--- config.mk ---
export PLATFORM = sky130hd
export DESIGN_NAME = hfcr_feature_cmd_regs
export DESIGN_NICKNAME = d
export VERILOG_FILES = /design/src/rtl/hfcr_pkg.sv /design/src/rtl/hfcr_step_timer.sv /design/src/rtl/hfcr_feature_cmd_regs.sv
export VERILOG_INCLUDE_DIRS = /design/src /design/src/rtl
export SDC_FILE = /design/constraint.sdc
export NUM_CORES = 1
export LEC_CHECK = 0
export BUFFER_PORTS_ARGS = -buffer_cell sky130_fd_sc_hd__buf_2
export CAP_MARGIN = 20
export CORE_MARGIN = 2
export CORE_UTILIZATION = 56
export CTS_BUF_LIST = sky130_fd_sc_hd__clkbuf_2 sky130_fd_sc_hd__clkbuf_4 sky130_fd_sc_hd__clkbuf_8
export CTS_CLUSTER_DIAMETER = 100
export CTS_CLUSTER_SIZE = 24
export DETAILED_ROUTE_END_ITERATION = 8
export GPL_TIMING_DRIVEN = 0
export PLACE_DENSITY_LB_ADDON = 0.2
export SYNTH_ARGS = -nofsm -noshare
export SYNTH_HDL_FRONTEND = slang
export SYNTH_SLANG_ARGS = --single-unit
--- constraint.sdc ---
create_clock -name clk_i -period 2.3 [get_ports clk_i]
set_input_delay 0.115 -clock clk_i [delete_from_list [all_inputs] [get_ports clk_i]]
set_output_delay 0.115 -clock clk_i [all_outputs]
set_load 0.02 [all_outputs]
--- src/rtl/hfcr_regs.svh ---
// Register offsets, field positions, reset values and timing constants
`ifndef HFCR_REGS_SVH
`define HFCR_REGS_SVH

`define HFCR_ADDR_W 8
`define HFCR_FEATURE_OFS 8'hF0
`define HFCR_COMMAND_OFS 8'hF8
`define HFCR_FEATURE_RST 8'h00
`define HFCR_COMMAND_RST 8'h00

`define HFCR_FEAT_IND_EN_BIT 4
`define HFCR_FEAT_DELAY_MSB 3
`define HFCR_FEAT_DELAY_LSB 1
`define HFCR_FEAT_SSC_DIS_BIT 0
`define HFCR_CMD_RELOAD_BIT 1
`define HFCR_CMD_CFG_BIT 0

`define HFCR_CLK_HZ 10000000
`define HFCR_DELAY_STEP_MS 200
`define HFCR_STEP_CYCLES ((`HFCR_CLK_HZ / 1000) * `HFCR_DELAY_STEP_MS)
`define HFCR_RELOAD_CYCLES 2

`endif

--- src/rtl/hfcr_pkg.sv ---
// Types shared by the feature and command register bank
package hfcr_pkg;
   typedef enum logic [1:0] {
      HFCR_PWR_ON,
      HFCR_PWR_OFF_WAIT
   } hfcr_pwr_state_t;

   typedef enum logic [1:0] {
      HFCR_RLD_IDLE,
      HFCR_RLD_BUSY
   } hfcr_reload_state_t;
endpackage

--- src/rtl/hfcr_step_timer.sv ---
// Free-running divider producing one-cycle step-enable pulses
`timescale 1ns/10ps
`include "hfcr_regs.svh"
module hfcr_step_timer #(
   parameter int unsigned STEP_CYCLES = `HFCR_STEP_CYCLES
) (
   // Clock and reset
   input wire logic clk_i,
   input wire logic srst_i,
   // Control
   input wire logic restart_i,
   output logic step_o
);
   initial begin
      if (STEP_CYCLES < 2) begin
         $error("hfcr_step_timer: STEP_CYCLES must be at least 2");
      end
   end

   logic [31:0] cnt_r;
   logic [31:0] cnt_nxt;
   logic step_r;
   logic step_nxt;

   always_comb begin
      cnt_nxt = cnt_r + 32'h0000_0001;
      step_nxt = 1'b0;
      if (restart_i) begin
         cnt_nxt = 32'h0000_0000;
      end else if (cnt_r == STEP_CYCLES - 1) begin
         cnt_nxt = 32'h0000_0000;
         step_nxt = 1'b1;
      end
   end

   always_ff @(posedge clk_i) begin
      if (srst_i) begin
         cnt_r <= 32'h0000_0000;
         step_r <= 1'b0;
      end else begin
         cnt_r <= cnt_nxt;
         step_r <= step_nxt;
      end
   end

   assign step_o = step_r;
endmodule

--- src/rtl/hfcr_feature_cmd_regs.sv ---
// Hub feature and command registers with port-power re-enable timing
//
// Overview of operation
// - Reserved upper bits read zero; writes to them are dropped.
// - Indicator enable low tri-states four status outputs; high drives them.
// - Indicator enable and delay field writable from EEPROM or SMBus host.
// - With OTP delay field zero, register bits 3:1 set power re-enable delay.
// - Re-enable delay is (field plus one) times 200 ms.
// - Bit 0 of feature register disables PHY spread spectrum when set.
// - Writing 1 to command bit 1 reloads all registers to defaults.
// - Reload bit self-clears after reload; writing 0 does nothing.
// - Config-in-progress flag set on entering I2C or SMBus config mode.
// - Upstream connect held off while config-in-progress reads 1.
// - Host writes 1 to clear config-in-progress; writing 0 ignored.
// - Command register at F8h, reset to all zero.
// - Feature register at F0h, reset to all zero.
`timescale 1ns/10ps
`include "hfcr_regs.svh"
module hfcr_feature_cmd_regs #(
   parameter int unsigned STEP_CYCLES = `HFCR_STEP_CYCLES,
   parameter int unsigned NUM_IND = 4
) (
   // Clock and reset
   input wire logic clk_i,
   input wire logic srst_i,
   // Register access from SMBus slave or EEPROM loader
   input wire logic reg_wr_i,
   input wire logic reg_rd_i,
   input wire logic [`HFCR_ADDR_W-1:0] reg_addr_i,
   input wire logic [7:0] reg_wdata_i,
   output logic [7:0] reg_rdata_o,
   output logic reg_rvalid_o,
   // Configuration mode and OTP
   input wire logic cfg_mode_enter_i,
   input wire logic [2:0] otp_power_reenable_delay_i,
   // Charging mode change request, port power and reload status
   input wire logic charge_mode_change_i,
   output logic port_power_switch_enable_o,
   output logic reload_busy_o,
   // Indicator pins: high_speed, high_speed_suspend, super_speed, super_speed_suspend
   input wire logic [NUM_IND-1:0] indicator_i,
   output logic [NUM_IND-1:0] indicator_o,
   output logic [NUM_IND-1:0] indicator_oe_o,
   // Status to hub core
   output logic phy_ssc_disable_o,
   output logic upstream_connect_allow_o,
   output logic config_in_progress_o
);
   initial begin
      if (NUM_IND != 4) begin
         $error("hfcr_feature_cmd_regs: NUM_IND must be 4");
      end
   end

   ////////////////////////////////////////////////////////////////////////
   // Register state
   logic indicator_output_enable_r;
   logic indicator_output_enable_nxt;
   logic [2:0] power_reenable_delay_r;
   logic [2:0] power_reenable_delay_nxt;
   logic phy_ssc_disable_r;
   logic phy_ssc_disable_nxt;
   logic config_in_progress_r;
   logic config_in_progress_nxt;
   hfcr_pkg::hfcr_reload_state_t reload_state_r;
   hfcr_pkg::hfcr_reload_state_t reload_state_nxt;
   logic [1:0] reload_cnt_r;
   logic [1:0] reload_cnt_nxt;
   logic [7:0] rdata_r;
   logic [7:0] rdata_nxt;
   logic rvalid_r;
   logic rvalid_nxt;

   logic wr_feat;
   logic wr_cmd;
   logic reload_busy;

   // Reload and reset restore the same words
   localparam logic [7:0] FEAT_RST = `HFCR_FEATURE_RST;
   localparam logic [7:0] CMD_RST = `HFCR_COMMAND_RST;

   function automatic logic [7:0] feature_word(input logic ind_en, input logic [2:0] dly, input logic ssc);
      logic [7:0] w;
      w = `HFCR_FEATURE_RST;
      w[`HFCR_FEAT_IND_EN_BIT] = ind_en;
      w[`HFCR_FEAT_DELAY_MSB:`HFCR_FEAT_DELAY_LSB] = dly;
      w[`HFCR_FEAT_SSC_DIS_BIT] = ssc;
      return w;
   endfunction

   assign reload_busy = (reload_state_r == hfcr_pkg::HFCR_RLD_BUSY);
   assign wr_feat = reg_wr_i && (reg_addr_i == `HFCR_FEATURE_OFS) && !reload_busy;
   assign wr_cmd = reg_wr_i && (reg_addr_i == `HFCR_COMMAND_OFS);

   always_comb begin
      indicator_output_enable_nxt = indicator_output_enable_r;
      power_reenable_delay_nxt = power_reenable_delay_r;
      phy_ssc_disable_nxt = phy_ssc_disable_r;
      config_in_progress_nxt = config_in_progress_r;
      reload_state_nxt = reload_state_r;
      reload_cnt_nxt = reload_cnt_r;
      if (wr_feat) begin
         indicator_output_enable_nxt = reg_wdata_i[`HFCR_FEAT_IND_EN_BIT];
         power_reenable_delay_nxt = reg_wdata_i[`HFCR_FEAT_DELAY_MSB:`HFCR_FEAT_DELAY_LSB];
         phy_ssc_disable_nxt = reg_wdata_i[`HFCR_FEAT_SSC_DIS_BIT];
      end
      if (wr_cmd && reg_wdata_i[`HFCR_CMD_CFG_BIT]) begin
         config_in_progress_nxt = 1'b0;
      end
      if (cfg_mode_enter_i) begin
         config_in_progress_nxt = 1'b1;
      end
      case (reload_state_r)
         hfcr_pkg::HFCR_RLD_IDLE: begin
            if (wr_cmd && reg_wdata_i[`HFCR_CMD_RELOAD_BIT]) begin
               reload_state_nxt = hfcr_pkg::HFCR_RLD_BUSY;
               reload_cnt_nxt = 2'(`HFCR_RELOAD_CYCLES - 1);
            end
         end
         hfcr_pkg::HFCR_RLD_BUSY: begin
            indicator_output_enable_nxt = FEAT_RST[`HFCR_FEAT_IND_EN_BIT];
            power_reenable_delay_nxt = FEAT_RST[`HFCR_FEAT_DELAY_MSB:`HFCR_FEAT_DELAY_LSB];
            phy_ssc_disable_nxt = FEAT_RST[`HFCR_FEAT_SSC_DIS_BIT];
            config_in_progress_nxt = cfg_mode_enter_i;
            if (reload_cnt_r == 2'h0) begin
               reload_state_nxt = hfcr_pkg::HFCR_RLD_IDLE;
            end else begin
               reload_cnt_nxt = reload_cnt_r - 2'h1;
            end
         end
         default: begin
            reload_state_nxt = hfcr_pkg::HFCR_RLD_IDLE;
         end
      endcase
   end

   always_comb begin
      rdata_nxt = 8'h00;
      rvalid_nxt = reg_rd_i;
      if (reg_rd_i) begin
         case (reg_addr_i)
            `HFCR_FEATURE_OFS: begin
               rdata_nxt = feature_word(indicator_output_enable_r, power_reenable_delay_r, phy_ssc_disable_r);
            end
            `HFCR_COMMAND_OFS: begin
               rdata_nxt[`HFCR_CMD_RELOAD_BIT] = reload_busy;
               rdata_nxt[`HFCR_CMD_CFG_BIT] = config_in_progress_r;
            end
            default: begin
               rdata_nxt = 8'h00;
            end
         endcase
      end
   end

   always_ff @(posedge clk_i) begin
      if (srst_i) begin
         indicator_output_enable_r <= FEAT_RST[`HFCR_FEAT_IND_EN_BIT];
         power_reenable_delay_r <= FEAT_RST[`HFCR_FEAT_DELAY_MSB:`HFCR_FEAT_DELAY_LSB];
         phy_ssc_disable_r <= FEAT_RST[`HFCR_FEAT_SSC_DIS_BIT];
         config_in_progress_r <= CMD_RST[`HFCR_CMD_CFG_BIT];
         reload_state_r <= hfcr_pkg::HFCR_RLD_IDLE;
         reload_cnt_r <= 2'h0;
         rdata_r <= 8'h00;
         rvalid_r <= 1'b0;
      end else begin
         indicator_output_enable_r <= indicator_output_enable_nxt;
         power_reenable_delay_r <= power_reenable_delay_nxt;
         phy_ssc_disable_r <= phy_ssc_disable_nxt;
         config_in_progress_r <= config_in_progress_nxt;
         reload_state_r <= reload_state_nxt;
         reload_cnt_r <= reload_cnt_nxt;
         rdata_r <= rdata_nxt;
         rvalid_r <= rvalid_nxt;
      end
   end

   ////////////////////////////////////////////////////////////////////////
   // Port power re-enable timing
   hfcr_pkg::hfcr_pwr_state_t pwr_state_r;
   hfcr_pkg::hfcr_pwr_state_t pwr_state_nxt;
   logic [3:0] steps_r;
   logic [3:0] steps_nxt;
   logic pwr_en_r;
   logic pwr_en_nxt;
   logic step;
   logic [2:0] eff_delay;

   assign eff_delay = (otp_power_reenable_delay_i != 3'h0) ? otp_power_reenable_delay_i : power_reenable_delay_r;

   hfcr_step_timer #(
      .STEP_CYCLES(STEP_CYCLES)
   ) u_step (
      .clk_i(clk_i),
      .srst_i(srst_i),
      .restart_i(charge_mode_change_i && pwr_state_r == hfcr_pkg::HFCR_PWR_ON),
      .step_o(step)
   );

   always_comb begin
      pwr_state_nxt = pwr_state_r;
      steps_nxt = steps_r;
      pwr_en_nxt = pwr_en_r;
      case (pwr_state_r)
         hfcr_pkg::HFCR_PWR_ON: begin
            pwr_en_nxt = 1'b1;
            if (charge_mode_change_i) begin
               pwr_en_nxt = 1'b0;
               // (field + 1) steps of 200 ms
               steps_nxt = {1'b0, eff_delay} + 4'h1;
               pwr_state_nxt = hfcr_pkg::HFCR_PWR_OFF_WAIT;
            end
         end
         hfcr_pkg::HFCR_PWR_OFF_WAIT: begin
            pwr_en_nxt = 1'b0;
            if (step) begin
               if (steps_r == 4'h1) begin
                  pwr_en_nxt = 1'b1;
                  pwr_state_nxt = hfcr_pkg::HFCR_PWR_ON;
               end
               steps_nxt = steps_r - 4'h1;
            end
         end
         default: begin
            pwr_state_nxt = hfcr_pkg::HFCR_PWR_ON;
         end
      endcase
   end

   always_ff @(posedge clk_i) begin
      if (srst_i) begin
         pwr_state_r <= hfcr_pkg::HFCR_PWR_ON;
         steps_r <= 4'h0;
         pwr_en_r <= 1'b1;
      end else begin
         pwr_state_r <= pwr_state_nxt;
         steps_r <= steps_nxt;
         pwr_en_r <= pwr_en_nxt;
      end
   end

   ////////////////////////////////////////////////////////////////////////
   // Indicator pins and status outputs
   logic [NUM_IND-1:0] ind_r;
   logic [NUM_IND-1:0] ind_oe_r;
   logic conn_allow_r;

   always_ff @(posedge clk_i) begin
      if (srst_i) begin
         ind_r <= '0;
         ind_oe_r <= '0;
         conn_allow_r <= 1'b0;
      end else begin
         ind_r <= indicator_output_enable_nxt ? indicator_i : '0;
         ind_oe_r <= {NUM_IND{indicator_output_enable_nxt}};
         conn_allow_r <= !config_in_progress_nxt;
      end
   end

   assign indicator_o = ind_r;
   assign indicator_oe_o = ind_oe_r;
   assign upstream_connect_allow_o = conn_allow_r;
   assign phy_ssc_disable_o = phy_ssc_disable_r;
   assign config_in_progress_o = config_in_progress_r;
   assign port_power_switch_enable_o = pwr_en_r;
   assign reload_busy_o = reload_busy;
   assign reg_rdata_o = rdata_r;
   assign reg_rvalid_o = rvalid_r;
endmodule

# ---- After elaboration in Yosys (flattened, before gate mapping)
# Cells that the tools add are included.
dict set report totals {
  regBits 65
  out_inout_bits 22
  input_bits 29
  word_cells 84
}
dict set report op_classes {
  muxes 24
  reduce_logical 24
  n_eq_ne 12
  add_sub_neg 4
  n_bitwise 3
}
# op count
set ops {}
lappend ops {{adder 32 x 1 -> 32 bit, second input constant} 1}
lappend ops {{equality test 32 x 21 -> 1 bit, second input constant} 1}
lappend ops {{equality test 8 bit, second input constant} 2}
lappend ops {{one-hot mux 2 bit (2 select lines)} 4}
lappend ops {{2-to-1 mux 2 bit} 6}
lappend ops {{2-to-1 mux 1 bit} 9}
lappend ops {{AND reduction 3 bit} 3}
lappend ops {{2-to-1 mux 4 bit} 2}
lappend ops {{!= test 2 bit, second input constant} 4}
lappend ops {{one-hot mux 4 bit (2 select lines)} 1}
lappend ops {{OR reduction 2 bit} 4}
lappend ops {{logical AND 1 bit} 6}
lappend ops {{logical NOT 2 bit} 3}
lappend ops {{OR reduction 3 bit} 2}
lappend ops {{adder 3 x 1 -> 4 bit, second input constant} 1}
lappend ops {{equality test 2 x 1 -> 1 bit, second input constant} 2}
lappend ops {{equality test 4 x 1 -> 1 bit, second input constant} 1}
lappend ops {{!= test 2 x 1 -> 1 bit, second input constant} 2}
lappend ops {{nonzero test 2 bit} 2}
lappend ops {{subtractor 4 x 1 -> 4 bit, second input constant} 1}
lappend ops {{2-to-1 mux 3 bit} 1}
lappend ops {{inverter 1 bit} 3}
lappend ops {{nonzero test 3 bit} 1}
lappend ops {{logical NOT 1 bit} 2}
lappend ops {{other kinds (3)} 3}

# ---- Depth between registers and ports, before layout
# Gate-level depths: netlist of the first run.
dict set report logic_depth {
  depth_word 7
  mapped_depth 7
  mapped_depth_nobuf 7
}

# ---- Hierarchy
# From an unflattened synthesis of the first run, not the netlist that was laid out.
dict set report hier_totals {
  hier_cells 311
  area_unflattened_um2 2700.1
}
# mod area_per_inst_um2 instances cells_each seq_area_each_um2
set modules_own_cells {}
lappend modules_own_cells {hfcr_step_timer 1527.7 1 179 660.6}
lappend modules_own_cells {hfcr_feature_cmd_regs 1172.4 1 132 520.5}

# ---- Worst setup path after synthesis of the first run
# No wires, ideal clock.
dict set report synth_path {
  path_type {reg2reg}
  start {reg u_step.cnt_r[25]}
  end {reg u_step.cnt_r[2]}
  n_path_buf 1
  path_stages_with_launch 6
  arrival_ns 1.915
  synth_period_minus_slack_ns 2.047
  required_time_ns 2.168
  path_slack_ns 0.253
  setup_ns 0.132
  cell_sequence {dfxtp_1 or4_1 or4_4 nor3_4 buf_6 nor3_1}
}
dict set report synth_via {
  elab_chain_len 2
}
# element line
set synth_lines {}
lappend synth_lines {{start, declared} hfcr_step_timer.sv:20} ;# logic [31:0] cnt_r;
lappend synth_lines {{start signal, assigned} hfcr_step_timer.sv:41} ;# cnt_r <= cnt_nxt;
lappend synth_lines {{equality test 32 x 21 -> 1 bit} hfcr_step_timer.sv:30} ;# end else if (cnt_r == STEP_CYCLES - 1) begin
lappend synth_lines {{OR reduction 3 bit (no source line)} n/a}
# Every way passes these cells.
# A chain may end at the register's enable or synchronous reset.

# ---- Worst setup path after layout of the first run
dict set report layout_path {
  start {reg u_step.cnt_r[7]}
  end {reg u_step.cnt_r[22]}
}
dict set report layout_via {
  elab_chain_len 2
  word_cells_on_any_way 3
  classes_between {1 x add/sub; 1 x eq/ne; 1 x reduce/logical}
}
# element
set layout_lines {}
lappend layout_lines {{parallel branches: the longest is 2 deep, another holds adder 32 x 1 -> 32 bit}}
# Parallel ways; which one is timed is not known.

==> results_dict.tcl, run 1 <==
set metrics [dict create \
    outcome "completed" \
    cp.arrival_ps 2420 \
    port_buffers 42 \
    fp-row-count 26 \
    antenna_found_initial 0 \
    ir_drop_uv 399 \
    post-route-period-util_pct 95.2 \
    clock_skew_ps 5.89 \
    p_int_uw 1730 \
    final_common_cell "dfxtp_1" \
    layout.nets 418 \
    ant_nets 0 \
    synth_top_family_by_area "simple AND/OR/NAND/NOR gates" \
    drc_errors 0 \
    grt_pass1_vias 2276 \
    ioPinCount 51 \
    firstDrtPassIters 4 \
    yosys_warnings 0 \
    fp.coreArea_sq_mm 0.00504 \
    maxCapViolations 0 \
    gpl.final_weighted_congestion 0.794 \
    p_seq_share_pct 47.3 \
    powerDensity_mw_per_mm2 639 \
    path_delay_family "simple AND/OR/NAND/NOR gates" \
    path_buf_inv 1 \
    synth-compound-area-share_pct 12.4 \
    grt_util_all_layers_pct 23.0 \
    routed_via_density 5.67 \
    synthMuxAreaShare_pct 4.16 \
    cts-root-buf "clkbuf_8" \
    dp_slack_ps -64.4 \
    post-route-util_pct 68.7 \
    path_cells "and4_1 > clkbuf_1 > nand3_1 > or4_1 > a211oi_1" \
    finalSetupTns_ps 0 \
    drtIter0Drc 91 \
    switching_share_pct 22.0 \
    cp_slowest_cell "or4_1" \
    final-setup-viol-count 0 \
    clkLatencyLatePin_ps 340 \
    cts_buffer_depth 2 \
    netlist_area_sq_mm 0.00289 \
    numCtsBuffers 9 \
    cts_tree "yes" \
    hold_viol_final 0 \
    fin_area_sq_mm 0.00347 \
    ys_seq_area_share_pct 40.9 \
    drive_gt1_share_pct 19.6 \
    grt_pass1_wl_microns 9980 \
    initial_utilization_pct 57.2 \
    startpoint_type "flop" \
    drv_slew 0 \
    final_cell_mix "dfxtp_1, buf_2, nor2_1" \
    hold_path_class "input port to flop" \
    p_sw_uw 488 \
    cpPeakStageDelay_ps 570 \
    clkPwrFrac_pct 46.5 \
    ys_types 44 \
    worst_pin_slew_ps 554 \
    fmax_mhz 457 \
    clk_pin_slew_worst_paths_ps 70 \
    worst-path-max-fanout 9 \
    dp.final_hpwl_microns 4440 \
    avgSynthCellArea_sq_um 8.91 \
    slew_headroom_pct 63.1 \
    syn2layout_area_growth_pct 20.1 \
    diodes 0 \
    placed_area_sq_mm 0.00319 \
    worstSetupPathType "flop to flop" \
    design.die.area_sq_mm 0.00574 \
    routed-via-count 2599 \
    die_h_microns 75.8 \
    synth-simple-area-share_pct 29.6 \
    wirelength_microns 6290 \
    pwr-share-comb_pct 6.2 \
    wl_per_cell_microns 13.7 \
    synthAdderAreaFrac_pct 2.17 \
    htreeDepth 3 \
    cp.required_ps 2530 \
    cts.sinks 59 \
    end_kind "flop" \
    fp.dieW_microns 75.8 \
    fin_ws_ps 109 \
    syn_inst 324 \
    synth_xor_area_share_pct 4.25 \
    overflow 0 \
    grt_max_degree 11 \
    min_period_ps 2190 \
    power_uw 2210 \
    leakage_uw 0.00131 \
    synth.ff_latch_count 59 \
]
==> final timing paths <==
path / start / to / slack [ps] / cells past startpoint
max: u_step.cnt_r[7] / u_step.cnt_r[22] / 110 / 5
min: reg_wdata_i[3] / power_reenable_delay_r[2] / 20 / 3
max reg2reg: u_step.cnt_r[7] / u_step.cnt_r[22] / 110 / 5
min reg2reg: u_step.cnt_r[0] / u_step.cnt_r[0] / 480 / 1
==> worst reg2reg max path: stages, from the launching register on <==
cell and delay (ps):
dfxtp_1 420, and4_1 200, clkbuf_1 300, nand3_1 280
or4_1 570, a211oi_1 310
==> cell families after synthesis <==
family	after synthesis
xor+xnor	14
compound gates	50
simple gates	146
buf+inv	37
fa+ha+maj	5
flops	59
other cells	1
mux	12
==> per-layer routing <==
metal | GRT usage (%) | up-vias | wire (microns)
li1 | - | 1317 | -
met1 | 28.3 | 1187 | 2830
met2 | 36.7 | 78 | 2960
met3 | 5.95 | 17 | 326
met4 | 12.5 | 0 | 176
met5 | 0 | - | 0
==> repair_timing <==
action / in CTS / in global routing
pin swaps: 1 / 0
hold buffers: 5 / 0
buffers inserted: 1 / 0
hold endpoints to repair: 5 / 0
gates resized for setup: 0 / 3
endpoints found under the setup margin: 20 / 27
==> power groups by stage <==
| stage | Combinational [uW] | Clock, uW | Sequential, uW |
|---|---|---|---|
| 6_report | 137 | 1030 | 1050 |
| 3_5_place_dp | 131 | 0 | 1070 |
| 3_3_place_gp | 127 | 0 | 1070 |
| 5_1_grt | 157 | 1080 | 1050 |
| 2_1_floorplan | 80.6 | 0 | 1070 |
| 4_1_cts | 138 | 1040 | 1050 |
==> cells in the mapped netlist (all sizes together) <==
cell / count / area share (%)
nand2b: 1 / 0.22
nor4: 7 / 1.5
o31a: 1 / 0.30
o21bai: 1 / 0.26
nand4: 11 / 2.9
ha: 5 / 2.2
nor4b: 3 / 0.91
xnor2: 5 / 1.5
o311a: 1 / 0.35
or4: 12 / 3.4
or2: 2 / 0.43
xor2: 9 / 2.7
a21o: 2 / 0.52
dfxtp: 59 / 41
nor3: 24 / 4.6
o21ai: 7 / 1.2
a22oi: 1 / 0.26
nand3: 11 / 1.9
nor2b: 6 / 1.3
clkbuf: 14 / 1.8
and3: 2 / 0.43
and3b: 1 / 0.30
inv: 13 / 1.7
nand4b: 1 / 0.30
a211oi: 17 / 4.4
mux2i: 12 / 4.2
nor2: 24 / 3.1
conb: 1 / 0.13
a311oi: 2 / 0.61
o21ba: 1 / 0.35
or3: 8 / 1.7
buf: 10 / 2.9
a21oi: 3 / 0.52
and4: 9 / 2.7
nor3b: 3 / 0.78
and2: 4 / 0.87
nand2: 17 / 2.2
a31oi: 2 / 0.43
o31ai: 12 / 3.1
==> layout make-up <==
cell class	instances	area, sq um
Buffer	23	133
Clock buffer	10	138
Clock inverter	5	77.6
Fill cell	432	1580
Inverter	13	48.8
Multi-Input combinational cell	230	1530
Sequential cell	59	1180
Tap cell	70	87.6
Timing Repair Buffer	48	268
==> stage by stage <==
| step | instances | hold slack, ps |
|---|---|---|
| final | 458 | 24.6 |
| after global routing | 458 | 47.5 |
| after CTS | 459 | 22.8 |
| after detailed placement | 438 | 296 |
| after global placement | 438 | 297 |
| after floorplan | 326 | 192 |
==> state kept, by name, indices dropped and copies added (netlist names) <==
register and flops:
indicator_oe_o 1, indicator_o 4, steps_r 4, port_power_switch_enable_o 1
upstream_connect_allow_o 1, power_reenable_delay_r 3, reg_rdata_o 5, reload_cnt_r 2
config_in_progress_o 1, phy_ssc_disable_o 1, u_step.step_o 1, u_step.cnt_r 32
pwr_state_r 1, reload_state_r 1, reg_rvalid_o 1
Power figures use the tool's default switching activity.
==> run 2: changes to the inputs <==
--- a/config.mk
+++ b/config.mk
@@ -9,7 +9,7 @@
 export BUFFER_PORTS_ARGS = -buffer_cell sky130_fd_sc_hd__buf_2
 export CAP_MARGIN = 20
 export CORE_MARGIN = 2
-export CORE_UTILIZATION = 56
+export CORE_UTILIZATION = 52
 export CTS_BUF_LIST = sky130_fd_sc_hd__clkbuf_2 sky130_fd_sc_hd__clkbuf_4 sky130_fd_sc_hd__clkbuf_8
 export CTS_CLUSTER_DIAMETER = 100
 export CTS_CLUSTER_SIZE = 24
==> constraint.sdc (replaced) <==
create_clock -name clk_i -period 1.91 [get_ports clk_i]
set_input_delay 0.0955 -clock clk_i [delete_from_list [all_inputs] [get_ports clk_i]]
set_output_delay 0.0955 -clock clk_i [all_outputs]
set_load 0.02 [all_outputs]
==> results_dict.tcl, run 2 (synthesized netlist as in run 1, its figures left out) <==
set metrics [dict create \
    outcome "finished, violations left" \
    violations "setup timing" \
    ir_drop_uv 526 \
    r2r-start "u_step.cnt_r[30]" \
    cts_tree "yes" \
    final-setup-viol-count 27 \
    initial_utilization_pct 53.0 \
    p_sw_uw 621 \
    die_h_microns 78.5 \
    firstDrtPassIters 4 \
    switching_share_pct 23.7 \
    clock_skew_ps 8.14 \
    placed_area_sq_mm 0.00320 \
    leakage_uw 0.00137 \
    setup.worst_path.start "u_step.cnt_r[30]" \
    clkPwrFrac_pct 45.0 \
    drc_errors 0 \
    overflow 0 \
    hold_viol_final 0 \
    final_cell_mix "dfxtp_1, buf_2, nor2_1" \
    htreeDepth 3 \
    cp_slowest_cell "or4_1" \
    design.die.area_sq_mm 0.00616 \
    fp.coreArea_sq_mm 0.00544 \
    cp.required_ps 2100 \
    fin_area_sq_mm 0.00372 \
    drv_slew 0 \
    r2r_slack_ps -80 \
    path_buf_inv 2 \
    rsz0062_at_grt "true" \
    routed_via_density 5.59 \
    grt_util_all_layers_pct 24.4 \
    worstReg2RegEnd "u_step.cnt_r[2]" \
    drtIter0Drc 112 \
    worstSetupPathType "flop to flop" \
    finalSetupTns_ps -1760 \
    grt_pass1_wl_microns 11900 \
    path_delay_family "simple AND/OR/NAND/NOR gates" \
    cts-root-buf "clkbuf_8" \
    p_int_uw 2000 \
    diodes 0 \
    fin_ws_ps -83.7 \
    grt_pass1_vias 2564 \
    grt_max_degree 12 \
    ioPinCount 51 \
    min_period_ps 1990 \
    pwr-share-comb_pct 6.7 \
    p_seq_share_pct 48.3 \
    whs_ps 34.1 \
    ant_nets 0 \
    wirelength_microns 6790 \
    power_uw 2630 \
    cp.arrival_ps 2180 \
    antenna_found_initial 0 \
    fp-row-count 27 \
    clkLatencyLatePin_ps 340 \
    dp.final_hpwl_microns 4530 \
    maxCapViolations 0 \
    worst-path-max-fanout 10 \
    slew_headroom_pct 50.5 \
    end_kind "flop" \
    holdPathEnd "phy_ssc_disable_o" \
    cpPeakStageDelay_ps 520 \
    port_buffers 42 \
    drive_gt1_share_pct 32.4 \
    wl_per_cell_microns 14.5 \
    layout.nets 424 \
    layoutNonFillerInstCount 467 \
    numCtsBuffers 9 \
    clk_pin_slew_worst_paths_ps 70 \
    fmax_mhz 502 \
    n_fill_cell 428 \
    post-route-period-util_pct 104 \
    powerDensity_mw_per_mm2 706 \
    largest_reg_flops 32 \
    hold_path_class "input port to flop" \
    reg2regPathDepth 6 \
    largest-register "u_step.cnt_r" \
    worstHoldStart "reg_wdata_i[0]" \
    routed-via-count 2609 \
    cts.sinks 59 \
    cts_buffer_depth 2 \
    fp.dieW_microns 78.5 \
    path_cells "or4_1 > or4_4 > nor3_4 > buf_6 > buf_8 > nor3_1" \
    dp_cells 440 \
    worst_pin_slew_ps 742 \
    hold_depth 3 \
    startpoint_type "flop" \
    syn2layout_area_growth_pct 28.9 \
    gpl.final_weighted_congestion 0.787 \
]
[run 2: changes by cell type in the layout (fill, tap and decap cells not counted), moves of 9 or more]
cell	previous run	this run
dfxtp_2	0	17
nor3_1	23	13
nor3_2	0	9
dfxtp_1	59	42
[run 2: per-stage QoR]
step / worst slack, ps / util [%]
2_1_floorplan: -78.9 / -
3_3_place_gp: -336 / 58.9
3_5_place_dp: -349 / 58.9
4_1_cts: -75.2 / 67.8
5_1_grt: -129 / 68.4
6_report: -83.7 / 68.4
[run 2: cell type report]
cell class	count	area (sq um)	area share, %
plain buffers	20	133	3.57
clock inverters	5	61.3	1.65
flip-flops and latches	59	1200	32.3
repair buffers	57	355	9.55
well taps	72	90.1	2.42
inverters	13	48.8	1.31
clock buffers	11	151	4.07
multi-input cells	230	1680	45.1
[run 2: layer usage]
layer | vias up | GRT usage [%] | wire [microns]
met3 | 10 | 6.55 | 292
met1 | 1217 | 30.1 | 3050
met5 | - | 0 | 0
met4 | 0 | 8.95 | 106
met2 | 60 | 40.9 | 3350
li1 | 1322 | - | -
[run 2: timing repair]
| action | 4_1_cts | 5_1_grt |
|---|---|---|
| resized for setup | 41 | 15 |
| endpoints found under the setup margin | 32 | 33 |
| cloned | 1 | 0 |
| hold buffers | 7 | 0 |
| pin swaps | 12 | 1 |
| setup buffers | 7 | 0 |
| hold endpoints to repair | 8 | 0 |
[run 2: worst max-delay path by stage]
stage	to	slack, ps	depth (start not counted)
2_1_floorplan	u_step.cnt_r[2]	-80	5
3_3_place_gp	u_step.cnt_r[20]	-340	6
3_5_place_dp	u_step.cnt_r[20]	-350	6
4_1_cts	u_step.cnt_r[2]	-80	6
5_1_grt	u_step.cnt_r[2]	-130	6
6_report	u_step.cnt_r[2]	-80	6
[run 2: worst register-to-register path: stages, from the launching register on]
cell and delay, ps:
dfxtp_2 320, or4_1 520, or4_4 460, nor3_4 180
buf_6 170, buf_8 150, nor3_1 60
[run 2: power by group through the flow]
stage               logic (uW)  registers, uW  clock network, uW
floorplan                 97.1           1290                  0
global placement           154           1290                  0
detailed placement         157           1290                  0
CTS                        172           1270               1210
global route               195           1270               1280
finish                     175           1270               1180
==> run 3: changes to the inputs <==
--- a/config.mk
+++ b/config.mk
@@ -18,4 +18,5 @@
 export PLACE_DENSITY_LB_ADDON = 0.2
 export SYNTH_ARGS = -nofsm -noshare
 export SYNTH_HDL_FRONTEND = slang
+export SYNTH_HIERARCHICAL = 1
 export SYNTH_SLANG_ARGS = --single-unit
==> results_dict.tcl, run 3 <==
set metrics [dict create \
    r2r_slack_ps 140 \
    clock_skew_ps 6.19 \
    design.die.area_sq_mm 0.00579 \
    initial_utilization_pct 53.2 \
    post-route-util_pct 66.4 \
    worst-path-max-fanout 4 \
    gpl.final_weighted_congestion 0.837 \
    numCtsBuffers 9 \
    hold_path_class "input port to flop" \
    wirelength_microns 5740 \
    fin_area_sq_mm 0.00337 \
    yosys_warnings 6 \
    multi_input_area_sq_mm 0.00143 \
    cts_tree "yes" \
    die_h_microns 76.1 \
    dp.final_hpwl_microns 3940 \
    port_buffers 43 \
    ys_seq_area_share_pct 43.7 \
    clkPwrFrac_pct 47.3 \
    cp.required_ps 2190 \
    grt_max_degree 11 \
    end_kind "flop" \
    slew_headroom_pct 58.8 \
    fp.coreArea_sq_mm 0.00507 \
    drtIter0Drc 93 \
    drive_gt1_share_pct 23.8 \
    final_cell_mix "dfxtp_1, nor2_1, buf_2" \
    syn_inst 311 \
    largest-register "u_step/cnt_r" \
    fmax_mhz 564 \
    path_cells "ha_1 > nand2_1 > nor3_4 > nand4_2 > or4_1 > a21oi_1" \
    drc_errors 0 \
    cpPeakStageDelay_ps 420 \
    syn2layout_area_growth_pct 24.7 \
    synth.most_common_cell "dfxtp_1" \
    pwr-share-comb_pct 6.0 \
    startpoint_type "flop" \
    clkLatencyLatePin_ps 340 \
    leakage_uw 0.00141 \
    final-setup-viol-count 0 \
    grt_util_all_layers_pct 21.6 \
    layout.nets 411 \
    powerDensity_mw_per_mm2 801 \
    switching_share_pct 21.4 \
    fp.dieW_microns 76.1 \
    ioPinCount 51 \
    outcome "completed" \
    synth_area_leaders "dfxtp_1, nor2_1, xor2_1" \
    synth.ff_latch_count 59 \
    ys_top_cells_by_count "dfxtp_1, nor2_1, nand2_1, xor2_1, nand3_1" \
    ant_nets 0 \
    drv_slew 0 \
    whs_ps 19.4 \
    ys_types 48 \
    diodes 0 \
    post-route-period-util_pct 92.8 \
    cts-root-buf "clkbuf_8" \
    cts_buffer_depth 2 \
    regArea_sq_mm 0.00118 \
    worstSetupPathType "flop to flop" \
    overflow 0 \
    worst_pin_slew_ps 616 \
    ys.flop_type "dfxtp_1" \
    fin_ws_ps 138 \
    maxCapViolations 0 \
    htreeDepth 3 \
    cp.arrival_ps 2050 \
    clk_pin_slew_worst_paths_ps 70 \
    final_common_cell "dfxtp_1" \
    largest_reg_flops 32 \
    synth_top_area_share_pct 43.7 \
    p_sw_uw 579 \
    cp_slowest_cell "or4_1" \
    avgSynthCellArea_sq_um 8.68 \
    antenna_found_initial 0 \
    grt_pass1_wl_microns 9960 \
    placed_area_sq_mm 0.00301 \
    n_fill_cell 452 \
    hold_viol_final 0 \
    netlist_area_sq_mm 0.00270 \
    synth_edf_count 0 \
    ys_async_sr_fraction_pct 0 \
    ir_drop_uv 588 \
    min_period_ps 1770 \
    routed_via_density 5.15 \
    wl_per_cell_microns 12.7 \
    dp_slack_ps -35.4 \
    fp-row-count 26 \
    grt_pass1_vias 2301 \
    cts.sinks 59 \
    firstDrtPassIters 4 \
    p_int_uw 2120 \
    yosys.area.top_type "dfxtp_1" \
    p_seq_share_pct 46.7 \
    routed-via-count 2329 \
]
[run 3: cell count changes after synthesis, sizes merged, moves of 5 or more]
cell / change
nor2: +29
clkbuf: -9
nand2: +10
a211oi: -13
mux2i: -6
nor3: -15
and4: -8
or4: -10
or3: -5
a21oi: +6
xor2: +10
o31ai: -11
[run 3: power groups by stage]
stage | logic, uW | registers, uW | clock network, uW
2_1_floorplan | 88.4 | 1290 | 0
3_3_place_gp | 147 | 1290 | 0
3_5_place_dp | 150 | 1290 | 0
4_1_cts | 162 | 1260 | 1320
5_1_grt | 182 | 1260 | 1350
6_report | 161 | 1260 | 1280
[run 3: path summary, 6_finish.rpt]
path	start	to	cells past startpoint
hold reg to reg	u_step/cnt_r[0]	u_step/cnt_r[0]	1
setup / recovery	u_step/cnt_r[0]	u_step/cnt_r[26]	6
setup reg to reg	u_step/cnt_r[0]	u_step/cnt_r[26]	6
hold / removal	reg_rd_i	reg_rvalid_o	2
[run 3: repair_timing]
action | 4_1_cts | 5_1_grt
setup buffers | 1 | 1
pin swaps | 1 | 1
hold endpoints to repair | 10 | 0
setup endpoints to repair | 20 | 20
gates resized for setup | 1 | 5
hold buffers | 9 | 0
[run 3: critical path: cells and delay by family (launching register included)]
| kind | cells | cell delay, ps |
|---|---|---|
| adders and majority gates | 1 | 250 |
| DFF | 1 | 360 |
| and+or+nand+nor | 4 | 970 |
| AOI/OAI and AO/OA | 1 | 140 |
[run 3: per-layer routing]
layer | vias to the layer above | GRT usage (%) | routed length (microns)
li1 | 1196 | - | -
met1 | 1072 | 25.5 | 2490
met2 | 43 | 34.9 | 2820
met3 | 18 | 5.33 | 224
met4 | 0 | 14.2 | 199
met5 | - | 0 | 0
[run 3: cell families (layout without fill, tap and decap cells)]
group	after synthesis	in the layout	share of synthesized area (%)
XOR/XNOR	25	25	8.11
AND/OR/NAND/NOR	155	155	30.7
buffers and inverters	24	93	4.49
flip-flops	59	59	43.7
adder cells (fa/ha/maj)	5	5	2.32
AO/OA/AOI/OAI	36	36	8.25
multiplexers	6	6	2.22
other	1	3	0.139
[run 3: through the flow]
step | setup TNS, ps | total power, uW | cells
after floorplan | 0 | 1380 | 313
after global placement | -135 | 1430 | 426
after detailed placement | -347 | 1440 | 426
after CTS | 0 | 2740 | 451
after global routing | -129 | 2800 | 452
final | 0 | 2700 | 452
[run 3: final cells by class]
class	instances	share of cell area (%)
Multi-Input combinational cell	230	42.6
Inverter	9	1.00
Sequential cell	59	35.1
Timing Repair Buffer	54	9.51
Buffer	14	2.49
Clock buffer	11	4.49
Tap cell	70	2.60
Clock inverter	5	2.23
